[src/core/odc_map.svh]
`ifndef ODC_MAP_SVH
`define ODC_MAP_SVH

// ---------------------------------------------------------------
// address byte
// ---------------------------------------------------------------
`define ODC_ADDR_PREFIX   4'h9
`define ODC_BCAST_ADDR    7'h47
`define ODC_HS_CODE       5'h01

// ---------------------------------------------------------------
// select pin codes (two bits per pin)
// ---------------------------------------------------------------
`define ODC_PIN_LOW       2'h0
`define ODC_PIN_HIGH      2'h1
`define ODC_PIN_FLOAT     2'h2

// ---------------------------------------------------------------
// command nibble
// ---------------------------------------------------------------
`define ODC_CMD_LOAD      4'h0
`define ODC_CMD_UPDATE    4'h1
`define ODC_CMD_LOAD_ALL  4'h2
`define ODC_CMD_LOAD_UPD  4'h3
`define ODC_CMD_POWER     4'h4
`define ODC_CMD_CLEAR     4'h5
`define ODC_CMD_MASK      4'h6
`define ODC_CMD_SRESET    4'h7
`define ODC_CMD_REF       4'h8
`define ODC_CMD_REF_EXT   4'h9
`define ODC_ACC_ALL       4'hF
`define ODC_MASK_ALL      8'hFF
`define ODC_MASK_NONE     8'h00
`define ODC_MASK_ONE      8'h01

// ---------------------------------------------------------------
// software reset speed field (upper data bits 15:14)
// ---------------------------------------------------------------
`define ODC_SRST_DEFAULT  2'h0
`define ODC_SRST_HS_SET   2'h1
`define ODC_SRST_HS_KEEP  2'h2

// ---------------------------------------------------------------
// frame counts and buffer
// ---------------------------------------------------------------
`define ODC_BYTE_BITS     4'h8
`define ODC_ACK_BIT       4'h9
`define ODC_FIFO_DEPTH    16
`define ODC_ITEM_W        41

`endif

[src/core/odc_pkg.sv]
package odc_pkg;

   // ---------------------------------------------------------------
   // frame phase
   // ---------------------------------------------------------------
   typedef enum logic [2:0] {
      PH_IDLE,
      PH_ADDR,
      PH_CA,
      PH_MSB,
      PH_LSB,
      PH_TX
   } odc_phase_t;

   // ---------------------------------------------------------------
   // one executed write command
   // ---------------------------------------------------------------
   typedef struct packed {
      logic [3:0]  cmd;
      logic [3:0]  acc;
      logic [7:0]  load_mask;
      logic [7:0]  update_mask;
      logic [15:0] data;
      logic        bcast;
   } odc_item_t;

   // ---------------------------------------------------------------
   // whole state of the serial port
   // ---------------------------------------------------------------
   typedef struct packed {
      logic [2:0] scl_sync;
      logic [2:0] sda_sync;
      logic [3:0] pin_s1;
      logic [3:0] pin_s2;
      odc_phase_t ph;
      logic [3:0] cnt;
      logic [7:0] rx;
      logic [7:0] tx;
      logic       tx_low;
      logic       rw;
      logic       ack;
      logic       pend;
      logic       push;
      odc_item_t  item;
      logic [6:0] own_addr;
      logic       own_ok;
      logic       bcast_sel;
      logic [7:0] command_access_byte;
      logic [7:0] upper_data_byte;
      logic [7:0] rb_sel;
      logic [7:0] rb_low;
      logic       hs;
      logic       sda_oe;
      logic       sda_out;
   } odc_state_t;

endpackage

[src/core/odc_fifo.sv]
module odc_fifo #(
   parameter int W     = 8,
   parameter int DEPTH = 16
) (
   input  wire logic         ref_clk,
   input  wire logic         nrst,
   input  wire logic         in_valid,
   input  wire logic [W-1:0] in_data,
   output logic              in_ready,
   output logic              out_valid,
   output logic [W-1:0]      out_data,
   input  wire logic         out_ready
);

   localparam int AW = (DEPTH > 1) ? $clog2(DEPTH) : 1;

   typedef struct packed {
      logic [DEPTH-1:0][W-1:0] mem;
      logic [AW-1:0]           wp;
      logic [AW-1:0]           rp;
      logic [AW:0]             cnt;
      logic [W-1:0]            out;
      logic                    ov;
   } odc_fifo_state_t;

   odc_fifo_state_t r_reg;
   odc_fifo_state_t r_next;
   logic            wr;
   logic            take;

   // the output register counts toward the depth
   assign in_ready  = ((r_reg.cnt + (AW+1)'(r_reg.ov)) < (AW+1)'(DEPTH));
   assign out_valid = r_reg.ov;
   assign out_data  = r_reg.out;

   // ---------------------------------------------------------------
   // storage plus a registered output word
   // ---------------------------------------------------------------
   always_comb begin
      r_next = r_reg;
      wr     = in_valid & in_ready;
      take   = (~r_reg.ov | out_ready) & (r_reg.cnt != '0);
      if (wr) begin
         r_next.mem[r_reg.wp] = in_data;
         r_next.wp = (r_reg.wp == AW'(DEPTH - 1)) ? '0 : r_reg.wp + 1'b1;
      end
      if (out_ready & r_reg.ov) begin
         r_next.ov = 1'b0;
      end
      if (take) begin
         r_next.out = r_reg.mem[r_reg.rp];
         r_next.ov  = 1'b1;
         r_next.rp  = (r_reg.rp == AW'(DEPTH - 1)) ? '0 : r_reg.rp + 1'b1;
      end
      r_next.cnt = r_reg.cnt + (AW+1)'(wr) - (AW+1)'(take);
   end

   always_ff @(posedge ref_clk or negedge nrst) begin
      if (!nrst) begin
         r_reg <= '0;
      end else begin
         r_reg <= r_next;
      end
   end

endmodule

[src/core/odc_port.sv]
`include "odc_map.svh"

// Operation
// - direction bit: zero writes, one reads
// - receiver acknowledges every byte on ninth clock
// - stop releases bus until start plus address
// - high-speed code unacknowledged, enters high-speed
// - repeated start continues; stop leaves high-speed
// - acknowledge holds data low through ninth high
// - execute at falling edge after lower ack
// - command byte kept; data pairs repeat it
// - address prefix 1001, low bits from pins
// - two-pin map; both floating unsupported
// - one-pin map: 000, 010, 100
// - command upper nibble, access lower nibble
// - channel load, update, load-all, load-update
// - codes four to nine are global writes
// - read select follows command and access
// - access 0-7 channels, 1111 all channels
// - broadcast accepted for writes only
// - read: command write, restart, two bytes out
// - bare read returns last written register
// - code is upper byte plus top nibble
// - access top bit set, not 1111: ignored; codes four to nine still execute
// - broadcast address is 1000111 with write
module odc_port #(
   parameter bit ONE_PIN_VARIANT = 1'b0,
   parameter int FIFO_DEPTH      = `ODC_FIFO_DEPTH
) (
   input  wire logic         ref_clk,
   input  wire logic         nrst,
   input  wire logic         scl_in,
   input  wire logic         sda_in,
   output logic              sda_out,
   output logic              sda_oe,
   input  wire logic [1:0]   addr_select_pin_low,
   input  wire logic [1:0]   addr_select_pin_high,
   output odc_pkg::odc_item_t upd_item,
   output logic              upd_valid,
   input  wire logic         upd_ready,
   output logic [7:0]        readback_select,
   input  wire logic [15:0]  readback_data,
   output logic              high_speed_operation
);

   odc_pkg::odc_state_t r_reg;
   odc_pkg::odc_state_t r_next;

   logic       scl_rise;
   logic       scl_fall;
   logic       start_cond;
   logic       stop_cond;
   logic       sda_now;
   logic [2:0] pin_bits;
   logic       pin_ok;
   logic [1:0] pin_lo;
   logic [1:0] pin_hi;
   logic [3:0] cmd;
   logic [3:0] acc;
   logic [7:0] ch_mask;
   logic [7:0] load_mask;
   logic [7:0] update_mask;
   logic       dec_ok;
   logic       addr_hit;
   logic       ackv;
   logic       fifo_in_ready;

   // ---------------------------------------------------------------
   // line conditions, taken from the second and third sync stages
   // ---------------------------------------------------------------
   assign sda_now    = r_reg.sda_sync[1];
   assign scl_rise   = r_reg.scl_sync[1] & ~r_reg.scl_sync[2];
   assign scl_fall   = ~r_reg.scl_sync[1] & r_reg.scl_sync[2];
   assign start_cond = r_reg.scl_sync[1] & r_reg.scl_sync[2]
                       & r_reg.sda_sync[2] & ~r_reg.sda_sync[1];
   assign stop_cond  = r_reg.scl_sync[1] & r_reg.scl_sync[2]
                       & ~r_reg.sda_sync[2] & r_reg.sda_sync[1];

   // ---------------------------------------------------------------
   // own address low bits from the select pins
   // ---------------------------------------------------------------
   always_comb begin
      pin_lo   = r_reg.pin_s2[1:0];
      pin_hi   = r_reg.pin_s2[3:2];
      pin_ok   = 1'b1;
      pin_bits = 3'h0;
      if (ONE_PIN_VARIANT) begin
         case (pin_lo)
            `ODC_PIN_LOW:  pin_bits = 3'h0;
            `ODC_PIN_HIGH: pin_bits = 3'h2;
            default:       pin_bits = 3'h4;
         endcase
      end else if (pin_hi[1] & pin_lo[1]) begin
         pin_ok = 1'b0;
      end else if (pin_hi[1]) begin
         pin_bits = {2'h2, pin_lo[0]};
      end else if (pin_lo[1]) begin
         pin_bits = {2'h3, pin_hi[0]};
      end else begin
         pin_bits = {1'b0, pin_hi[0], pin_lo[0]};
      end
   end

   // ---------------------------------------------------------------
   // address match: own address or write-only broadcast
   // ---------------------------------------------------------------
   assign addr_hit = (r_reg.own_ok
                      && r_reg.rx[7:1] == {`ODC_ADDR_PREFIX, r_reg.own_addr[2:0]})
                     || (r_reg.rx[7:1] == `ODC_BCAST_ADDR && !r_reg.rx[0]);

   // ---------------------------------------------------------------
   // command decode of the retained command/access byte
   // ---------------------------------------------------------------
   always_comb begin
      cmd         = r_reg.command_access_byte[7:4];
      acc         = r_reg.command_access_byte[3:0];
      load_mask   = `ODC_MASK_NONE;
      update_mask = `ODC_MASK_NONE;
      if (acc == `ODC_ACC_ALL) begin
         ch_mask = `ODC_MASK_ALL;
      end else if (!acc[3]) begin
         ch_mask = `ODC_MASK_ONE << acc[2:0];
      end else begin
         ch_mask = `ODC_MASK_NONE;
      end
      case (cmd)
         `ODC_CMD_LOAD: begin
            load_mask = ch_mask;
            dec_ok    = (ch_mask != `ODC_MASK_NONE);
         end
         `ODC_CMD_UPDATE: begin
            update_mask = ch_mask;
            dec_ok      = (ch_mask != `ODC_MASK_NONE);
         end
         `ODC_CMD_LOAD_ALL: begin
            load_mask   = ch_mask;
            update_mask = `ODC_MASK_ALL;
            dec_ok      = (ch_mask != `ODC_MASK_NONE);
         end
         `ODC_CMD_LOAD_UPD: begin
            load_mask   = ch_mask;
            update_mask = ch_mask;
            dec_ok      = (ch_mask != `ODC_MASK_NONE);
         end
         `ODC_CMD_POWER, `ODC_CMD_CLEAR, `ODC_CMD_MASK,
         `ODC_CMD_SRESET, `ODC_CMD_REF, `ODC_CMD_REF_EXT: begin
            dec_ok = 1'b1;
         end
         default: begin
            dec_ok = 1'b0;
         end
      endcase
   end

   // ---------------------------------------------------------------
   // serial frame engine
   // ---------------------------------------------------------------
   always_comb begin
      r_next          = r_reg;
      ackv            = 1'b0;
      r_next.push     = 1'b0;
      r_next.sda_out  = 1'b0;
      r_next.scl_sync = {r_reg.scl_sync[1:0], scl_in};
      r_next.sda_sync = {r_reg.sda_sync[1:0], sda_in};
      r_next.pin_s1   = {addr_select_pin_high, addr_select_pin_low};
      r_next.pin_s2   = r_reg.pin_s1;

      if (stop_cond) begin
         r_next.ph     = odc_pkg::PH_IDLE;
         r_next.sda_oe = 1'b0;
         r_next.hs     = 1'b0;
         r_next.pend   = 1'b0;
      end else if (start_cond) begin
         r_next.ph       = odc_pkg::PH_ADDR;
         r_next.cnt      = 4'h0;
         r_next.sda_oe   = 1'b0;
         r_next.pend     = 1'b0;
         r_next.own_addr = {`ODC_ADDR_PREFIX, pin_bits};
         r_next.own_ok   = pin_ok;
      end else if (r_reg.ph != odc_pkg::PH_IDLE) begin
         if (scl_rise) begin
            if (r_reg.cnt < `ODC_BYTE_BITS) begin
               r_next.rx  = {r_reg.rx[6:0], sda_now};
               r_next.cnt = r_reg.cnt + 4'h1;
            end else if (r_reg.cnt == `ODC_BYTE_BITS) begin
               r_next.cnt = `ODC_ACK_BIT;
               if (r_reg.ph == odc_pkg::PH_TX) begin
                  r_next.ack = ~sda_now;
               end
            end
         end else if (scl_fall) begin
            if (r_reg.cnt == `ODC_BYTE_BITS) begin
               // byte complete: decide the acknowledge
               case (r_reg.ph)
                  odc_pkg::PH_ADDR: begin
                     if (r_reg.rx[7:3] == `ODC_HS_CODE) begin
                        r_next.hs = 1'b1;
                        r_next.ph = odc_pkg::PH_IDLE;
                     end else if (addr_hit) begin
                        ackv             = 1'b1;
                        r_next.rw        = r_reg.rx[0];
                        r_next.bcast_sel = (r_reg.rx[7:1] == `ODC_BCAST_ADDR);
                     end else begin
                        r_next.ph = odc_pkg::PH_IDLE;
                     end
                  end
                  odc_pkg::PH_CA: begin
                     r_next.command_access_byte = r_reg.rx;
                     r_next.rb_sel              = r_reg.rx;
                     ackv                       = 1'b1;
                  end
                  odc_pkg::PH_MSB: begin
                     r_next.upper_data_byte = r_reg.rx;
                     ackv                   = 1'b1;
                  end
                  odc_pkg::PH_LSB: begin
                     // a full buffer refuses the pair
                     ackv        = fifo_in_ready;
                     r_next.pend = fifo_in_ready & dec_ok;
                     r_next.item.cmd         = cmd;
                     r_next.item.acc         = acc;
                     r_next.item.load_mask   = load_mask;
                     r_next.item.update_mask = update_mask;
                     r_next.item.data  = {r_reg.upper_data_byte, r_reg.rx[7:4], 4'h0};
                     r_next.item.bcast = r_reg.bcast_sel;
                  end
                  default: begin
                     ackv = 1'b0;
                  end
               endcase
               r_next.ack    = ackv;
               r_next.sda_oe = ackv;
            end else if (r_reg.cnt == `ODC_ACK_BIT) begin
               // end of the acknowledge clock
               r_next.cnt    = 4'h0;
               r_next.sda_oe = 1'b0;
               case (r_reg.ph)
                  odc_pkg::PH_ADDR: begin
                     if (r_reg.rw) begin
                        r_next.ph     = odc_pkg::PH_TX;
                        r_next.tx     = readback_data[15:8];
                        r_next.rb_low = readback_data[7:0];
                        r_next.tx_low = 1'b0;
                        r_next.sda_oe = ~readback_data[15];
                     end else begin
                        r_next.ph = odc_pkg::PH_CA;
                     end
                  end
                  odc_pkg::PH_CA: begin
                     r_next.ph = odc_pkg::PH_MSB;
                  end
                  odc_pkg::PH_MSB: begin
                     r_next.ph = odc_pkg::PH_LSB;
                  end
                  odc_pkg::PH_LSB: begin
                     r_next.ph   = odc_pkg::PH_MSB;
                     r_next.pend = 1'b0;
                     if (r_reg.pend) begin
                        r_next.push = 1'b1;
                        if (r_reg.item.cmd == `ODC_CMD_SRESET) begin
                           case (r_reg.item.data[15:14])
                              `ODC_SRST_HS_SET:  r_next.hs = 1'b1;
                              `ODC_SRST_HS_KEEP: r_next.hs = r_reg.hs;
                              default:           r_next.hs = 1'b0;
                           endcase
                        end
                     end
                  end
                  odc_pkg::PH_TX: begin
                     if (!r_reg.ack) begin
                        r_next.ph = odc_pkg::PH_IDLE;
                     end else if (!r_reg.tx_low) begin
                        r_next.tx     = r_reg.rb_low;
                        r_next.tx_low = 1'b1;
                        r_next.sda_oe = ~r_reg.rb_low[7];
                     end else begin
                        r_next.tx     = readback_data[15:8];
                        r_next.rb_low = readback_data[7:0];
                        r_next.tx_low = 1'b0;
                        r_next.sda_oe = ~readback_data[15];
                     end
                  end
                  default: begin
                     r_next.ph = odc_pkg::PH_IDLE;
                  end
               endcase
            end else if (r_reg.ph == odc_pkg::PH_TX && r_reg.cnt != 4'h0) begin
               r_next.tx     = {r_reg.tx[6:0], 1'b0};
               r_next.sda_oe = ~r_reg.tx[6];
            end
         end
      end
   end

   always_ff @(posedge ref_clk or negedge nrst) begin
      if (!nrst) begin
         r_reg <= '0;
      end else begin
         r_reg <= r_next;
      end
   end

   // ---------------------------------------------------------------
   // executed commands wait here for the register core
   // ---------------------------------------------------------------
   odc_fifo #(
      .W     (`ODC_ITEM_W),
      .DEPTH (FIFO_DEPTH)
   ) u_fifo (
      .ref_clk   (ref_clk),
      .nrst      (nrst),
      .in_valid  (r_reg.push),
      .in_data   (r_reg.item),
      .in_ready  (fifo_in_ready),
      .out_valid (upd_valid),
      .out_data  (upd_item),
      .out_ready (upd_ready)
   );

   assign sda_out              = r_reg.sda_out;
   assign sda_oe               = r_reg.sda_oe;
   assign readback_select      = r_reg.rb_sel;
   assign high_speed_operation = r_reg.hs;

endmodule

[config.mk]
export PLATFORM = sky130hd
export DESIGN_NAME = odc_port
export DESIGN_NICKNAME = d
export VERILOG_FILES = /design/src/core/odc_pkg.sv /design/src/core/odc_fifo.sv /design/src/core/odc_port.sv
export VERILOG_INCLUDE_DIRS = /design/src /design/src/core
export SDC_FILE = /design/constraint.sdc
export NUM_CORES = 1
export LEC_CHECK = 0
export BUFFER_PORTS_ARGS = -buffer_cell sky130_fd_sc_hd__clkbuf_2
export CAP_MARGIN = 10
export CORE_UTILIZATION = 36
export CTS_BUF_LIST = sky130_fd_sc_hd__clkbuf_4
export CTS_CLUSTER_DIAMETER = 60
export CTS_CLUSTER_SIZE = 20
export DETAILED_ROUTE_END_ITERATION = 10
export GPL_ROUTABILITY_DRIVEN = 0
export GPL_TIMING_DRIVEN = 0
export PLACE_DENSITY_LB_ADDON = 0.08
export SYNTH_ARGS = -nofsm -noshare
export SYNTH_HDL_FRONTEND = slang
export SYNTH_SLANG_ARGS = --single-unit
[constraint.sdc]
create_clock -name ref_clk -period 3.7 [get_ports ref_clk]
set_clock_uncertainty 0.2 [all_clocks]
set_input_delay 0.185 -clock ref_clk [delete_from_list [all_inputs] [get_ports ref_clk]]
set_output_delay 0.185 -clock ref_clk [all_outputs]
set_load 0.005 [all_outputs]
==> results.md <==
* Row count at roughly 110
* CTS tree: yes
* Iteration-0 DRC count of the detailed router at 1184
* CP Data Required Time at between 4 and 5 ns
* Most common cell after layout, fill and taps aside: dfrtp_1
* Largest net degree at the start of global routing at about 120
* Fin crit share at approximately 96%
* Area Overhead vs Synth at 11.8%
* Via count at 19560
* Max reg flops at approximately 610
* Max-slew violations at 0
* Core ar. at around 0.094 sq mm
* Clk sinks at 752
* Area of the die at around 0.096 sq mm
* PortBufs at 72
* Worst reg2reg path depth at 6
* Post-synthesis sequential area ratio at between 50% and 60%
* Nets at 2436
* Gate power share at 19.8%
* R2R setup slack at approximately 0.14 ns
* Synth Area per Inst at around 16 sq um
* Fmax at 281 MHz
* Setup_tns at 0 ns
* Distinct cells, synth at 68
* Post-DP Area at ~0.036 sq mm
* Die Ht at about 310 um
* Min cycle time layout at between 3 and 4 ns
* Seq pwr share at about half
* CTS Buf Count at 76
* Hold depth at 0
* Synthesis warning total at 0
* Setup WS pre-CTS at -0.0834 ns
* Initial antenna violation count at 5
* Main synth FF type: dfrtp_1
* DRC viols at 0
* Max Cap Viol at 0
* Htree depth at 3
* Status: finished clean
* Critical setup path kind: flip-flop to flip-flop
* Wire per inst at around 25 um
* Leak Pwr at between 15 and 20 nW
* VDD IR-drop max at 0.000257 V
* Initial core utilization at a little over a third
* Vias per inst at 5.27
* Number of global-route vias before repair at approximately 21000
* HP Class: flip-flop to flip-flop
* Final Hold Vio Count at 0
* Worst Path Max Fanout at 10
* Worst EP arrival at 4.15 ns
* Clk root buf: clkbuf_4
* Setup-failing EPs final at 0
* Drt first pass iters at 5
* Wirelength, routed at between 90000 and 100000 um
* Actual slew at the worst max-slew pin at roughly 1.1 ns
* Fin Hold WS at between 0.15 and 0.2 ns
* Final ANT Viol Nets at 0
* CTS Buffer Depth at 3
* Fin worst setup slack at about 0.14 ns
* Commonest cells after routing, fill and taps aside: dfrtp_1 (752), mux2_2 (697), mux4_2 (185)
* Clk pwr share at a little under a third
* Switching pwr at approximately 5.4 mW
* Clock slew at reported path FFs at 0.16 ns
* Finished Cell Area at approximately 0.038 sq mm
* Internal power at between 10 and 15 mW
* Setup crit end kind: flip-flop
* Total chip power at 16.8 mW
* Share of cells above drive strength 1 at 51.0%
* I/O pin count at approximately 80
* Critical path startpoint category: flip-flop
* Post-CTS Setup Bufs at 0
* Post-synth EDFFs at 0
* First-pass GRT wire length at ~140000 um
* Synth async-reset ratio at between 90% and 100%
* Pwr Density at about 440 mW/mm^2
* #FFs+latches synth at 752
* Worst skew pair latency at between 0.9 and 1 ns
* Slew margin rel. at around 22%
* Switching Share at 32.3%
* RSZ-0062 raised after global routing: no
* Total track usage at between 20% and 30%
* Die W at between 300 and 400 um
* DP HPWL at just over 60000 um
* Gr ovfl total at 0
* Netlist Area Pre-Place at around 0.034 sq mm
* Post-synthesis cell count at 2179
## cell type report
class | count | area [sq um]
timing repair buffer | 131 | 1110
fill | 8713 | 55500
tap | 1254 | 1570
inverter | 30 | 113
antenna | 7 | 17.5
buffer | 212 | 1150
clock inverter | 59 | 674
clock buffer | 81 | 608
multi-input combinational | 1188 | 14100
sequential | 752 | 18800
## critical path, stage by stage (launching register included)
cell and delay (ns):
dfrtp_1 0.38, clkbuf_1 0.35, clkbuf_1 0.58, clkbuf_1 0.66
mux4_2 0.41, mux4_2 0.52, mux2_2 0.28
## Yosys cell counts, drive strengths merged, types with 7 or more instances
master  number  area share [%]
mux2i        8            0.23
xor2         7            0.18
mux4       185              12
ha          19            0.70
nand2       62            0.71
xnor2        7            0.20
clkbuf      76            0.84
dfrtp      752              55
a21oi       17            0.25
inv         30            0.33
o31ai       14            0.31
nor2        23            0.26
o21ai       29            0.43
buf        137             2.4
nor3         7            0.12
mux2       697              23
nand3       12            0.18
## through the flow
step	cells	util [%]
finish	3714	40.7
global route	3713	40.7
CTS	3707	40.7
detailed placement	3518	38.7
global placement	3509	38.5
floorplan	2183	-
## power groups by stage
stage	Clock (mW)	Sequential [mW]	Combinational [mW]
finish	5.11	8.40	3.32
global route	5.67	8.41	3.58
CTS	5.36	8.40	3.43
detailed placement	0	8.55	3.37
global placement	0	8.57	3.28
floorplan	0	8.52	2.00
## final timing paths
kind	from	to
setup / recovery	u_fifo.r_reg[48]$_DFFE_PN0P_	u_fifo.out_data[38]$_DFFE_PN0P_
max in group asynchronous	nrst	u_fifo.r_reg[272]$_DFFE_PN0P_
min in group asynchronous	nrst	u_fifo.out_data[32]$_DFFE_PN0P_
setup reg to reg	u_fifo.r_reg[48]$_DFFE_PN0P_	u_fifo.out_data[38]$_DFFE_PN0P_
hold reg to reg	r_next[114]$_DFF_PN0_	pin_lo[1]$_DFF_PN0_
hold / removal	r_next[114]$_DFF_PN0_	pin_lo[1]$_DFF_PN0_
## kinds of logic (layout without fill, tap and decap cells)
kind of cell	after synthesis	in the layout	synth area share (%)
compound gates	99	99	2.01
mux	890	890	35.5
other cells	1	12	0.0110
xor+xnor	14	14	0.382
simple gates	160	160	2.55
flops	752	752	55.2
buf+inv	243	513	3.61
fa+ha+maj	20	20	0.756
## layer usage
metal | GRT usage [%] | vias up | wire, um
met2 | 32.4 | 328 | 44200
met1 | 28.4 | 10614 | 43500
li1 | - | 8498 | -
met3 | 2.75 | 118 | 3310
met4 | 5.42 | 2 | 1970
met5 | 0 | - | 13
## what timing repair did
item	CTS	global route
endpoints found under the setup margin	27	17
hold endpoints to repair	592	0
hold buffers	49	0
resized for setup	9	8
(Power assumes the default switching activity.)
